$ cat src/cfg_access_pkg.sv
// package: field indices, access masks, reset values and strap codes
// assumes: used by the strap/config top module, which passes these masks to the field cell
package cfg_access_pkg;
	// ==================================================
	// field selection
	localparam int          FIELD_W      = 16;
	localparam logic [1:0]  FLD_CTRL     = 2'h0;
	localparam logic [1:0]  FLD_STATUS   = 2'h1;
	localparam logic [1:0]  FLD_ENABLE   = 2'h2;
	localparam logic [1:0]  FLD_PMCSR    = 2'h3;
	// ==================================================
	// per-field access masks (write, set, clear, update)
	localparam logic [15:0] CTRL_WMASK   = 16'hffff;
	localparam logic [15:0] STAT_CMASK   = 16'hffff;
	localparam logic [15:0] STAT_UMASK   = 16'hffff;
	localparam logic [15:0] ENAB_SMASK   = 16'hffff;
	localparam logic [15:0] PM_WMASK     = 16'h0103;
	localparam logic [15:0] PM_CMASK     = 16'h8000;
	localparam logic [15:0] PM_UMASK     = 16'h8000;
	localparam logic [15:0] NO_MASK      = 16'h0000;
	localparam logic [15:0] FIELD_RESET  = 16'h0000;
	// ==================================================
	// power management field layout
	localparam int          PM_STATE_LSB = 0;
	localparam int          PM_AUX_BIT   = 3;
	localparam int          PM_EVT_BIT   = 15;
	localparam logic [1:0]  PM_D3        = 2'h3;
	// ==================================================
	// strap meanings
	localparam logic        LAYOUT_BUS   = 1'h0;
	localparam logic        LAYOUT_CARD  = 1'h1;
	localparam logic        BUF_BUS      = 1'h0;
	localparam logic        BUF_CARD     = 1'h1;
	localparam int          CHAIN_W      = 8;
endpackage : cfg_access_pkg

$ cat src/config_field_access_straps.sv
// config field bank with strap capture and logic-chain test output
// assumes: straps and test pins are asynchronous, access port is on mclk
//
// Behaviour
// a read returns the selected field's current value
// writable bits store whatever software writes
// set bits go to one on a written one, zero has no effect
// clear bits go to zero on a written one, zero has no effect
// update bits follow hardware events regardless of software writes
// card-form strap picks one of two header layouts, high means bus
// card-form strap picks output buffer mode, low means card slot
// aux flag high means auxiliary power and enables deep power-off support
// in test mode the chain result drives the test pin, else idle
// power management field shows the aux flag state
`timescale 1ns/100ps
`default_nettype none
module config_field_access_straps #(
	parameter int CHAIN_W = cfg_access_pkg::CHAIN_W
) (
	// clock and reset
	input  wire logic               mclk,
	input  wire logic               rst,
	// field access port
	input  wire logic               acc_wr,
	input  wire logic               acc_rd,
	input  wire logic [1:0]         acc_sel,
	input  wire logic [15:0]        acc_wdata,
	output var  logic [15:0]        acc_rdata,
	output var  logic               acc_rvalid,
	// hardware events
	input  wire logic [15:0]        hw_status_set,
	input  wire logic               hw_pm_event,
	// straps and test pins
	input  wire logic               card_form_select_n,
	input  wire logic               aux_power_present,
	input  wire logic               chain_test_mode,
	input  wire logic [CHAIN_W-1:0] chain_in,
	// derived configuration
	output var  logic               header_layout,
	output var  logic               buffer_mode,
	output var  logic               d3cold_ok,
	output var  logic [1:0]         power_state,
	output var  logic               logic_chain_test_out
);
	// ==================================================
	// pin synchronisers
	logic               card_s1, card_s2;
	logic               aux_s1, aux_s2;
	logic               tm_s1, tm_s2;
	logic [CHAIN_W-1:0] ch_s1, ch_s2;

	always_ff @(posedge mclk) begin
		card_s1 <= card_form_select_n;
		card_s2 <= card_s1;
		aux_s1  <= aux_power_present;
		aux_s2  <= aux_s1;
		tm_s1   <= chain_test_mode;
		tm_s2   <= tm_s1;
		ch_s1   <= chain_in;
		ch_s2   <= ch_s1;
	end

	// ==================================================
	// strap capture, once after reset release
	logic strap_taken;

	always_ff @(posedge mclk) begin
		if (rst) begin
			strap_taken   <= 1'b0;
			header_layout <= cfg_access_pkg::LAYOUT_BUS;
			buffer_mode   <= cfg_access_pkg::BUF_BUS;
		end else if (!strap_taken) begin
			strap_taken   <= 1'b1;
			// layout and buffers never change mid-run
			header_layout <= card_s2 ? cfg_access_pkg::LAYOUT_BUS
			                         : cfg_access_pkg::LAYOUT_CARD;
			buffer_mode   <= card_s2 ? cfg_access_pkg::BUF_BUS
			                         : cfg_access_pkg::BUF_CARD;
		end
	end

	// ==================================================
	// aux power tracking, live
	always_ff @(posedge mclk) begin
		if (rst) begin
			d3cold_ok <= 1'b0;
		end else begin
			d3cold_ok <= aux_s2;
		end
	end

	// ==================================================
	// field bank
	logic [15:0] ctrl_q, stat_q, enab_q, pm_q;
	logic [15:0] pm_set;

	assign pm_set = {hw_pm_event & d3cold_ok | hw_pm_event, 15'h0000};

	field_cell #(
		.W     (cfg_access_pkg::FIELD_W),
		.WMASK (cfg_access_pkg::CTRL_WMASK),
		.SMASK (cfg_access_pkg::NO_MASK),
		.CMASK (cfg_access_pkg::NO_MASK),
		.UMASK (cfg_access_pkg::NO_MASK),
		.RVAL  (cfg_access_pkg::FIELD_RESET)
	) u_ctrl (
		.mclk   (mclk),
		.rst    (rst),
		.wr     (acc_wr && acc_sel == cfg_access_pkg::FLD_CTRL),
		.wdata  (acc_wdata),
		.hw_set (16'h0000),
		.value  (ctrl_q)
	);

	field_cell #(
		.W     (cfg_access_pkg::FIELD_W),
		.WMASK (cfg_access_pkg::NO_MASK),
		.SMASK (cfg_access_pkg::NO_MASK),
		.CMASK (cfg_access_pkg::STAT_CMASK),
		.UMASK (cfg_access_pkg::STAT_UMASK),
		.RVAL  (cfg_access_pkg::FIELD_RESET)
	) u_stat (
		.mclk   (mclk),
		.rst    (rst),
		.wr     (acc_wr && acc_sel == cfg_access_pkg::FLD_STATUS),
		.wdata  (acc_wdata),
		.hw_set (hw_status_set),
		.value  (stat_q)
	);

	field_cell #(
		.W     (cfg_access_pkg::FIELD_W),
		.WMASK (cfg_access_pkg::NO_MASK),
		.SMASK (cfg_access_pkg::ENAB_SMASK),
		.CMASK (cfg_access_pkg::NO_MASK),
		.UMASK (cfg_access_pkg::NO_MASK),
		.RVAL  (cfg_access_pkg::FIELD_RESET)
	) u_enab (
		.mclk   (mclk),
		.rst    (rst),
		.wr     (acc_wr && acc_sel == cfg_access_pkg::FLD_ENABLE),
		.wdata  (acc_wdata),
		.hw_set (16'h0000),
		.value  (enab_q)
	);

	field_cell #(
		.W     (cfg_access_pkg::FIELD_W),
		.WMASK (cfg_access_pkg::PM_WMASK),
		.SMASK (cfg_access_pkg::NO_MASK),
		.CMASK (cfg_access_pkg::PM_CMASK),
		.UMASK (cfg_access_pkg::PM_UMASK),
		.RVAL  (cfg_access_pkg::FIELD_RESET)
	) u_pm (
		.mclk   (mclk),
		.rst    (rst),
		.wr     (acc_wr && acc_sel == cfg_access_pkg::FLD_PMCSR),
		.wdata  (acc_wdata),
		.hw_set (pm_set),
		.value  (pm_q)
	);

	// ==================================================
	// power state output
	always_ff @(posedge mclk) begin
		if (rst) begin
			power_state <= 2'h0;
		end else begin
			power_state <= pm_q[cfg_access_pkg::PM_STATE_LSB +: 2];
		end
	end

	// ==================================================
	// read path, answer one cycle after the strobe
	logic [15:0] pm_view;

	always_comb begin
		pm_view = pm_q;
		pm_view[cfg_access_pkg::PM_AUX_BIT] = d3cold_ok;
	end

	always_ff @(posedge mclk) begin
		if (rst) begin
			acc_rdata  <= 16'h0000;
			acc_rvalid <= 1'b0;
		end else begin
			acc_rvalid <= acc_rd;
			if (acc_rd) begin
				case (acc_sel)
					cfg_access_pkg::FLD_CTRL:   acc_rdata <= ctrl_q;
					cfg_access_pkg::FLD_STATUS: acc_rdata <= stat_q;
					cfg_access_pkg::FLD_ENABLE: acc_rdata <= enab_q;
					cfg_access_pkg::FLD_PMCSR:  acc_rdata <= pm_view;
					default:                    acc_rdata <= 16'h0000;
				endcase
			end
		end
	end

	// ==================================================
	// logic-chain test: each stage nands the previous result
	logic [CHAIN_W:0] chain;

	assign chain[0] = 1'b1;
	genvar k;
	generate
		for (k = 0; k < CHAIN_W; k++) begin : g_chain
			assign chain[k+1] = ~(chain[k] & ch_s2[k]);
		end
	endgenerate

	always_ff @(posedge mclk) begin
		if (rst) begin
			logic_chain_test_out <= 1'b0;
		end else begin
			// pin idles low outside test mode
			logic_chain_test_out <= tm_s2 ? chain[CHAIN_W] : 1'b0;
		end
	end
endmodule : config_field_access_straps
`default_nettype wire

$ cat src/field_cell.sv
// one software-visible field with per-bit access behaviour
// assumes: a single write strobe and hardware set pulses on the same clock
`timescale 1ns/100ps
`default_nettype none
module field_cell #(
	parameter int          W     = 16,
	parameter logic [15:0] WMASK = 16'h0000,
	parameter logic [15:0] SMASK = 16'h0000,
	parameter logic [15:0] CMASK = 16'h0000,
	parameter logic [15:0] UMASK = 16'h0000,
	parameter logic [15:0] RVAL  = 16'h0000
) (
	// clock and reset
	input  wire logic         mclk,
	input  wire logic         rst,
	// software write
	input  wire logic         wr,
	input  wire logic [W-1:0] wdata,
	// hardware update
	input  wire logic [W-1:0] hw_set,
	// current value
	output var  logic [W-1:0] value
);
	// ==================================================
	// per-bit behaviour
	genvar i;
	generate
		for (i = 0; i < W; i++) begin : g_bit
			always_ff @(posedge mclk) begin
				if (rst) begin
					value[i] <= RVAL[i];
				// hardware set wins over a same-cycle clear
				end else if (hw_set[i] && UMASK[i]) begin
					value[i] <= 1'b1;
				end else if (wr) begin
					if (WMASK[i]) begin
						value[i] <= wdata[i];
					end else if (SMASK[i] && wdata[i]) begin
						value[i] <= 1'b1;
					end else if (CMASK[i] && wdata[i]) begin
						value[i] <= 1'b0;
					end
				end
			end
		end
	endgenerate
endmodule : field_cell
`default_nettype wire

$ cat config.mk
export PLATFORM = sky130hd
export DESIGN_NAME = config_field_access_straps
export DESIGN_NICKNAME = d
export VERILOG_FILES = /design/src/cfg_access_pkg.sv /design/src/config_field_access_straps.sv /design/src/field_cell.sv
export SDC_FILE = /design/constraint.sdc
export NUM_CORES = 1
export LEC_CHECK = 0
export ABC_AREA = 1
export BUFFER_PORTS_ARGS = -buffer_cell sky130_fd_sc_hd__buf_2
export CELL_PAD_IN_SITES_DETAIL_PLACEMENT = 2
export CELL_PAD_IN_SITES_GLOBAL_PLACEMENT = 2
export CORE_ASPECT_RATIO = 1.1
export CORE_UTILIZATION = 30
export DETAILED_ROUTE_END_ITERATION = 8
export PLACE_DENSITY_LB_ADDON = 0.1
export SLEW_MARGIN = 10
export SYNTH_ARGS = -nofsm -noshare
export SYNTH_HDL_FRONTEND = slang
export SYNTH_SLANG_ARGS = --single-unit
$ cat constraint.sdc
create_clock -name mclk -period 2.65 [get_ports mclk]
set_clock_uncertainty 0.05 [all_clocks]
set_input_delay 0 -clock mclk [delete_from_list [all_inputs] [get_ports mclk]]
set_output_delay 0 -clock mclk [all_outputs]
set_load 0.02 [all_outputs]
==> results.py, run 1 <==
metrics = {
    "timing": {
        "timing_hold_violations_final": 0,
        "clock.fmax_ghz": 0.690,
        "worst_pin_slew_ns": 1.00,
        "timing_max_transition_violations_final": 0,
        "unrepaired_setup_endpoints_after_global_routing": "false",
        "period_minus_slack_ns": 1.45,
        "timing.final.crit_share_pct": 54.7,
        "setup_violations": 0,
        "fin_tns_setup_ns": 0,
        "timing.max_slew.rel_slack_pct": 33.2,
    },
    "cells_and_area": {
        "area_growth_pct": 37.9,
        "fraction_of_layout_cells_with_a_size_suffix_above_1_pct": 18.2,
        "final_nets": 579,
        "number_of_filler_instances_in_the_final_layout": 1290,
        "antenna_cells": 0,
        "finalCoreUtilization_pct": 42.4,
    },
    "worst_setup_path": {
        "critical_path.max_fanout": 31,
        "timing_worst_setup_path_type": "in2reg",
        "path_cells": "buf_2, inv_2, nor2_2, buf_4, nand3_1, a21oi_1, dlygate4sd3_1, nor2_1",
        "reg2reg_depth": 3,
        "cpMaxStageDelayCell": "dlygate4sd3_1",
        "critical-path-top-delay-family": "buffers and inverters",
        "data_required_critical_path_ns": 2.81,
        "worstSetupEndpointType": "register",
        "cp-start-kind": "input pin",
        "reg2reg_slack_ns": 1.35,
        "cp.buffers_inverters": 4,
        "worstPathArrival_ns": 1.61,
        "crit_path_max_incr_delay_ns": 0.58,
        "critical_path_depth": 8,
    },
    "detailed_routing": {
        "detail_route.wirelength_um": 10500,
        "wl_met2_um": 5470,
        "drtPass1Iterations": 4,
        "residual_drc": 0,
        "postRouteAntennaNets": 0,
        "via_count": 3165,
        "routed_via_density": 4.65,
        "drt_iter0_drc": 103,
        "drt-met1-wl_um": 4550,
        "met3WireLength_um": 303,
        "detail_route.wl_per_cell_um": 15.5,
        "top_layer_used": "met4",
    },
    "yosys": {
        "ys_types": 22,
        "postSynthNetCount": 459,
        "synth_top_cell_by_area": "dfxtp_1",
        "ys_seq_elements": 97,
        "ys.flop_type": "dfxtp_1",
        "postSynth.asyncResetShare_pct": 0,
        "seq_area_frac_synth_pct": 57.9,
        "number_of_enable_flip_flop_cells_after_synthesis": 0,
        "ys_warn_count": 0,
        "syn-instance-count": 409,
        "synth.avg_cell_area_um2": 8.20,
        "synth.cell_area_mm2": 0.00335,
        "netlist.area_leader.share_pct": 57.9,
        "synth_top_cells_by_area": "dfxtp_1, a21oi_1, nand2_1",
    },
    "clock_tree": {
        "cts_buffers": 9,
        "cts_setup_buffers": 0,
        "h_tree_level_count": 3,
        "cts_tree": "built",
        "cts-hold-fix-buffers": 57,
        "clk_root_buffer_cell": "clkbuf_16",
        "post_cts.resized_instances": 0,
        "clkLatencyLatePin_ns": 0.34,
        "clkTransAtPathRegs_ns": 0.07,
        "ctsLongestPathBuffers": 2,
        "clock-sinks": 97,
    },
    "hold_path": {
        "worstHoldPathType": "in2reg",
        "cells_on_worst_hold_path": 5,
    },
    "global_route": {
        "track_usage_pct": 19.7,
        "first_global_vias": 3410,
        "grt_first_pass_wirelength_um": 17100,
        "initial_antenna_violation_count": 0,
        "maximum_number_of_pins_on_one_net_before_global_route_repair": 44,
        "global_route.overflow_total": 0,
    },
    "floorplanning": {
        "die-area_mm2": 0.0116,
        "die_h_um": 113,
        "pin_count": 73,
        "start_util_pct": 30.7,
        "dieWidth_um": 103,
        "core_region_mm2": 0.0109,
        "placement_rows": 40,
    },
    "place": {
        "dp_hpwl_um": 6390,
        "finalWeightedCongestion": 0.720,
        "port_buffers": 72,
    },
    "job": {
        "max_cap_viol_count": 0,
    },
    "power_and_ir_drop": {
        "ir_worst_vdd_mv": 0.307,
        "clock_power_share_pct": 38.1,
        "power.share.sequential_pct": 50.7,
        "internal_power_consumption_uw": 2320,
        "netSwitchingFraction_pct": 25.1,
        "net-switching-power_uw": 781,
        "finalPower_uw": 3100,
        "p_comb_share_pct": 11.2,
        "leakagePower_uw": 0.00197,
        "pwr_density_cell_mw_per_mm2": 671,
    },
    "outcome": {
        "outcome": "finished clean",
    },
}
registers in the layout, indices dropped and copies added, names as in the netlist, 2 cells and up:
register / cells
ch_s2: 8
power_state: 2
u_stat.value: 16
u_enab.value: 16
acc_rdata: 16
ch_s1: 8
u_ctrl.value: 16
u_pm.value: 4
final timing paths:
kind	startpoint	endpoint
setup / recovery	acc_sel[0]	u_stat.value[7]$_SDFFE_PP0P_
hold / removal	acc_sel[1]	u_pm.value[8]$_SDFFE_PP0P_
setup reg to reg	u_stat.value[7]$_SDFFE_PP0P_	u_stat.value[7]$_SDFFE_PP0P_
hold reg to reg	ch_s1[4]$_DFF_P_	ch_s2[4]$_DFF_P_
per-stage QoR:
| step | cells | worst slack, ns | cell area [µm²] | hold WS, ns |
|---|---|---|---|---|
| after floorplan | 409 | 1.79 | 3350 | -0.0223 |
| after global placement | 608 | 1.26 | 3790 | 0.0520 |
| after detailed placement | 608 | 1.21 | 3790 | 0.0541 |
| after CTS | 680 | 1.30 | 4620 | 0.0835 |
| after global routing | 680 | 1.07 | 4620 | 0.102 |
| final | 680 | 1.20 | 4620 | 0.0826 |
layout make-up:
type	instances	area, µm²	share of cell area, %
Clock buffer	10	229	4.95
Sequential cell	97	1940	42.0
Clock inverter	5	32.5	0.704
Tap cell	147	184	3.98
Inverter	40	153	3.30
Timing Repair Buffer	131	946	20.5
Multi-Input combinational cell	250	1140	24.6
cells by family after synthesis:
| group | Yosys count | synth area share (%) |
|---|---|---|
| AO/OA/AOI/OAI | 101 | 15.5 |
| flip-flops | 97 | 57.9 |
| AND/OR/NAND/NOR | 149 | 18.4 |
| buffers and inverters | 62 | 8.17 |
synthesized netlist by cell type, types with 3 or more instances:
| master | instances |
|---|---|
| nand3_1 | 15 |
| buf_2 | 7 |
| nor2_1 | 56 |
| buf_4 | 4 |
| clkbuf_1 | 8 |
| a21oi_1 | 53 |
| a31oi_1 | 11 |
| nand4_1 | 4 |
| dfxtp_1 | 97 |
| nand2_1 | 68 |
| o21ai_1 | 7 |
| o21ai_0 | 30 |
| inv_1 | 36 |
| inv_2 | 3 |
power by group through the flow:
stage	logic, µW	registers [µW]	clock network, µW
after global routing	388	1580	1280
after CTS	348	1570	1230
after detailed placement	276	1610	0
final	347	1570	1180
after global placement	267	1600	0
after floorplan	143	1620	0
worst min-delay path, cell delays in order:
cell and delay [ns]:
buf_2 0.14, nand2_1 0.08, inv_2 0.07, nand3_1 0.07, a21oi_1 0.06
layer usage:
metal	GRT usage [%]	up-vias
met1	22.6	1525
met2	36.1	63
li1	-	1562
met3	2.84	15
met4	7.70	0
met5	0	-
placed cells by master, fill, tap and decap left out, drive strengths merged:
master and instances:
buf 74, o21ai 37, nand3 15, a21oi 53, nor2 59, and3 1, nand4 4, clkbuf 10
clkinv 4, nand2 70, inv 41, a31oi 11, dfxtp 97, dlygate4sd3 57
No activity file was read; power rests on OpenSTA's default activity.
==> run 2, diff against run 1 <==
==> constraint.sdc (replaced) <==
create_clock -name mclk -period 1.4 [get_ports mclk]
set_clock_uncertainty 0.05 [all_clocks]
set_input_delay 0 -clock mclk [delete_from_list [all_inputs] [get_ports mclk]]
set_output_delay 0 -clock mclk [all_outputs]
set_load 0.02 [all_outputs]
==> run 2 against run 1 <==
Against the previous run: routed wire length decreased by 0.32%; worst setup slack lost 1.1 ns; combinational power rose by 93%; global-route usage rose by 0.25 points; non-clock buffer count is 2 higher; sequential cell count unchanged; via count increased by 0.28%; critical endpoint is now u_stat.value[12]$_SDFFE_PP0P_; hold slack got worse by 0.027 ns; utilization grew 0.71 points; first-iteration DRC count rose by 7.8%; power up 99%; cell area increased by 1.7%; largest cell class unchanged.
==> results.py, run 2 (synthesis gave the netlist of run 1 again) <==
metrics = {
    "detailed_routing": {
        "postRouteAntennaNets": 0,
        "detail_route.wl_per_cell_um": 15.3,
        "residual_drc": 0,
        "detail_route.wirelength_um": 10500,
        "via_count": 3174,
        "drtPass1Iterations": 4,
        "drt_iter0_drc": 111,
        "routed_via_density": 4.65,
    },
    "global_route": {
        "first_global_vias": 3522,
        "grt_first_pass_wirelength_um": 17500,
        "maximum_number_of_pins_on_one_net_before_global_route_repair": 44,
        "initial_antenna_violation_count": 0,
        "global_route.overflow_total": 0,
        "track_usage_pct": 20.0,
    },
    "hold_path": {
        "worstHoldStart": "acc_wr",
        "worstHoldPathType": "in2reg",
        "cells_on_worst_hold_path": 3,
    },
    "power_and_ir_drop": {
        "leakagePower_uw": 0.00200,
        "finalPower_uw": 6170,
        "pwr_density_cell_mw_per_mm2": 1310,
        "p_comb_share_pct": 10.8,
        "internal_power_consumption_uw": 4610,
        "power.share.sequential_pct": 48.3,
        "ir_worst_vdd_mv": 0.684,
        "net-switching-power_uw": 1550,
        "clock_power_share_pct": 40.9,
        "netSwitchingFraction_pct": 25.2,
    },
    "clock_tree": {
        "h_tree_level_count": 3,
        "cts_buffers": 9,
        "clk_root_buffer_cell": "clkbuf_16",
        "clkTransAtPathRegs_ns": 0.07,
        "clkLatencyLatePin_ns": 0.34,
        "clock-sinks": 97,
        "cts_tree": "built",
        "ctsLongestPathBuffers": 2,
    },
    "place": {
        "dp_hpwl_um": 6600,
        "place.detailed.instances": 612,
        "port_buffers": 72,
        "post_dp_cell_area_mm2": 0.00383,
        "finalWeightedCongestion": 0.704,
    },
    "timing": {
        "period_minus_slack_ns": 1.34,
        "setup_violations": 0,
        "timing_hold_violations_final": 0,
        "fin_tns_setup_ns": 0,
        "timing.max_slew.rel_slack_pct": 65.6,
        "unrepaired_setup_endpoints_after_global_routing": "false",
        "clock.fmax_ghz": 0.745,
        "timing_max_transition_violations_final": 0,
        "worst_pin_slew_ns": 0.516,
        "timing.final.crit_share_pct": 95.9,
    },
    "floorplanning": {
        "pin_count": 73,
        "die-area_mm2": 0.0116,
        "dieWidth_um": 103,
        "placement_rows": 40,
        "core_region_mm2": 0.0109,
        "start_util_pct": 30.7,
        "die_h_um": 113,
    },
    "worst_setup_path": {
        "critical_path.max_fanout": 3,
        "crit_start": "acc_wdata[12]",
        "cp-start-kind": "input pin",
        "worstSetupEndpointType": "register",
        "worstPathArrival_ns": 1.50,
        "data_required_critical_path_ns": 1.56,
        "timing_worst_setup_path_type": "in2reg",
        "crit-reg2reg-launch": "u_stat.value[5]$_SDFFE_PP0P_",
        "reg2reg_depth": 3,
    },
    "cells_and_area": {
        "layoutNonFillerInstCount": 683,
        "antenna_cells": 0,
        "final_nets": 581,
        "final_design_area_no_fill_mm2": 0.00470,
        "area_growth_pct": 40.2,
        "layout.cells.most_common": "dfxtp_1",
        "layout_common_cells": "dfxtp_1, buf_2, nand2_1, nor2_1, dlygate4sd3_1",
        "fraction_of_layout_cells_with_a_size_suffix_above_1_pct": 19.4,
    },
    "job": {
        "max_cap_viol_count": 0,
    },
    "outcome": {
        "outcome": "finished clean",
    },
}
-- run 2: cell type report --
cell class                      instances  area, µm²
Fill cell                            1265       6210
Clock inverter                          7       78.8
Clock buffer                            9        225
Inverter                               40        153
Tap cell                              147        184
Timing Repair Buffer                  133        973
Sequential cell                        97       1940
Multi-Input combinational cell        250       1140
-- run 2: what timing repair did --
item	4_1_cts	5_1_grt
endpoints found under the setup margin	0	4
hold buffers	57	0
setup buffers	0	0
endpoints found under the hold margin	63	0
resized for setup	0	2
-- run 2: metrics by stage --
step                utilization (%)  hold WS (ns)  setup slack, ns
floorplan                         -       -0.0223            0.544
global placement               35.1        0.0527            0.274
detailed placement             35.1        0.0541            0.199
CTS                            43.2        0.0451           0.0981
global route                   43.1        0.0874          0.00222
finish                         43.1        0.0560           0.0575
-- run 2: power groups by stage --
| stage | Clock (µW) | Combinational, µW | Sequential (µW) |
|---|---|---|---|
| global route | 2710 | 749 | 2990 |
| finish | 2520 | 668 | 2980 |
| global placement | 0 | 519 | 3030 |
| CTS | 2600 | 674 | 2980 |
| detailed placement | 0 | 538 | 3040 |
| floorplan | 0 | 270 | 3070 |
-- run 2: metal layers --
layer  part of all wire [%]  GRT usage [%]  vias up
met5                      0              0        -
met2                     52           35.7       59
met4                    1.5           6.76        0
met1                     44           24.0     1544
met3                    3.0           3.09       11
li1                       -              -     1560
-- run 2: final timing paths --
kind	endpoint	slack [ns]
worst max register to register	u_stat.value[5]$_SDFFE_PP0P_	0.14
worst min register to register	aux_s2$_DFF_P_	0.28
worst max-delay path	u_stat.value[12]$_SDFFE_PP0P_	0.06
worst min-delay path	u_pm.value[8]$_SDFFE_PP0P_	0.06
-- run 2: worst max-delay path, cell delays in order --
cell           delay (ns)
dlygate4sd3_1        0.55
buf_2                0.14
nand3_1              0.09
a21oi_2              0.12
dlygate4sd3_1        0.55
nor2_1               0.04
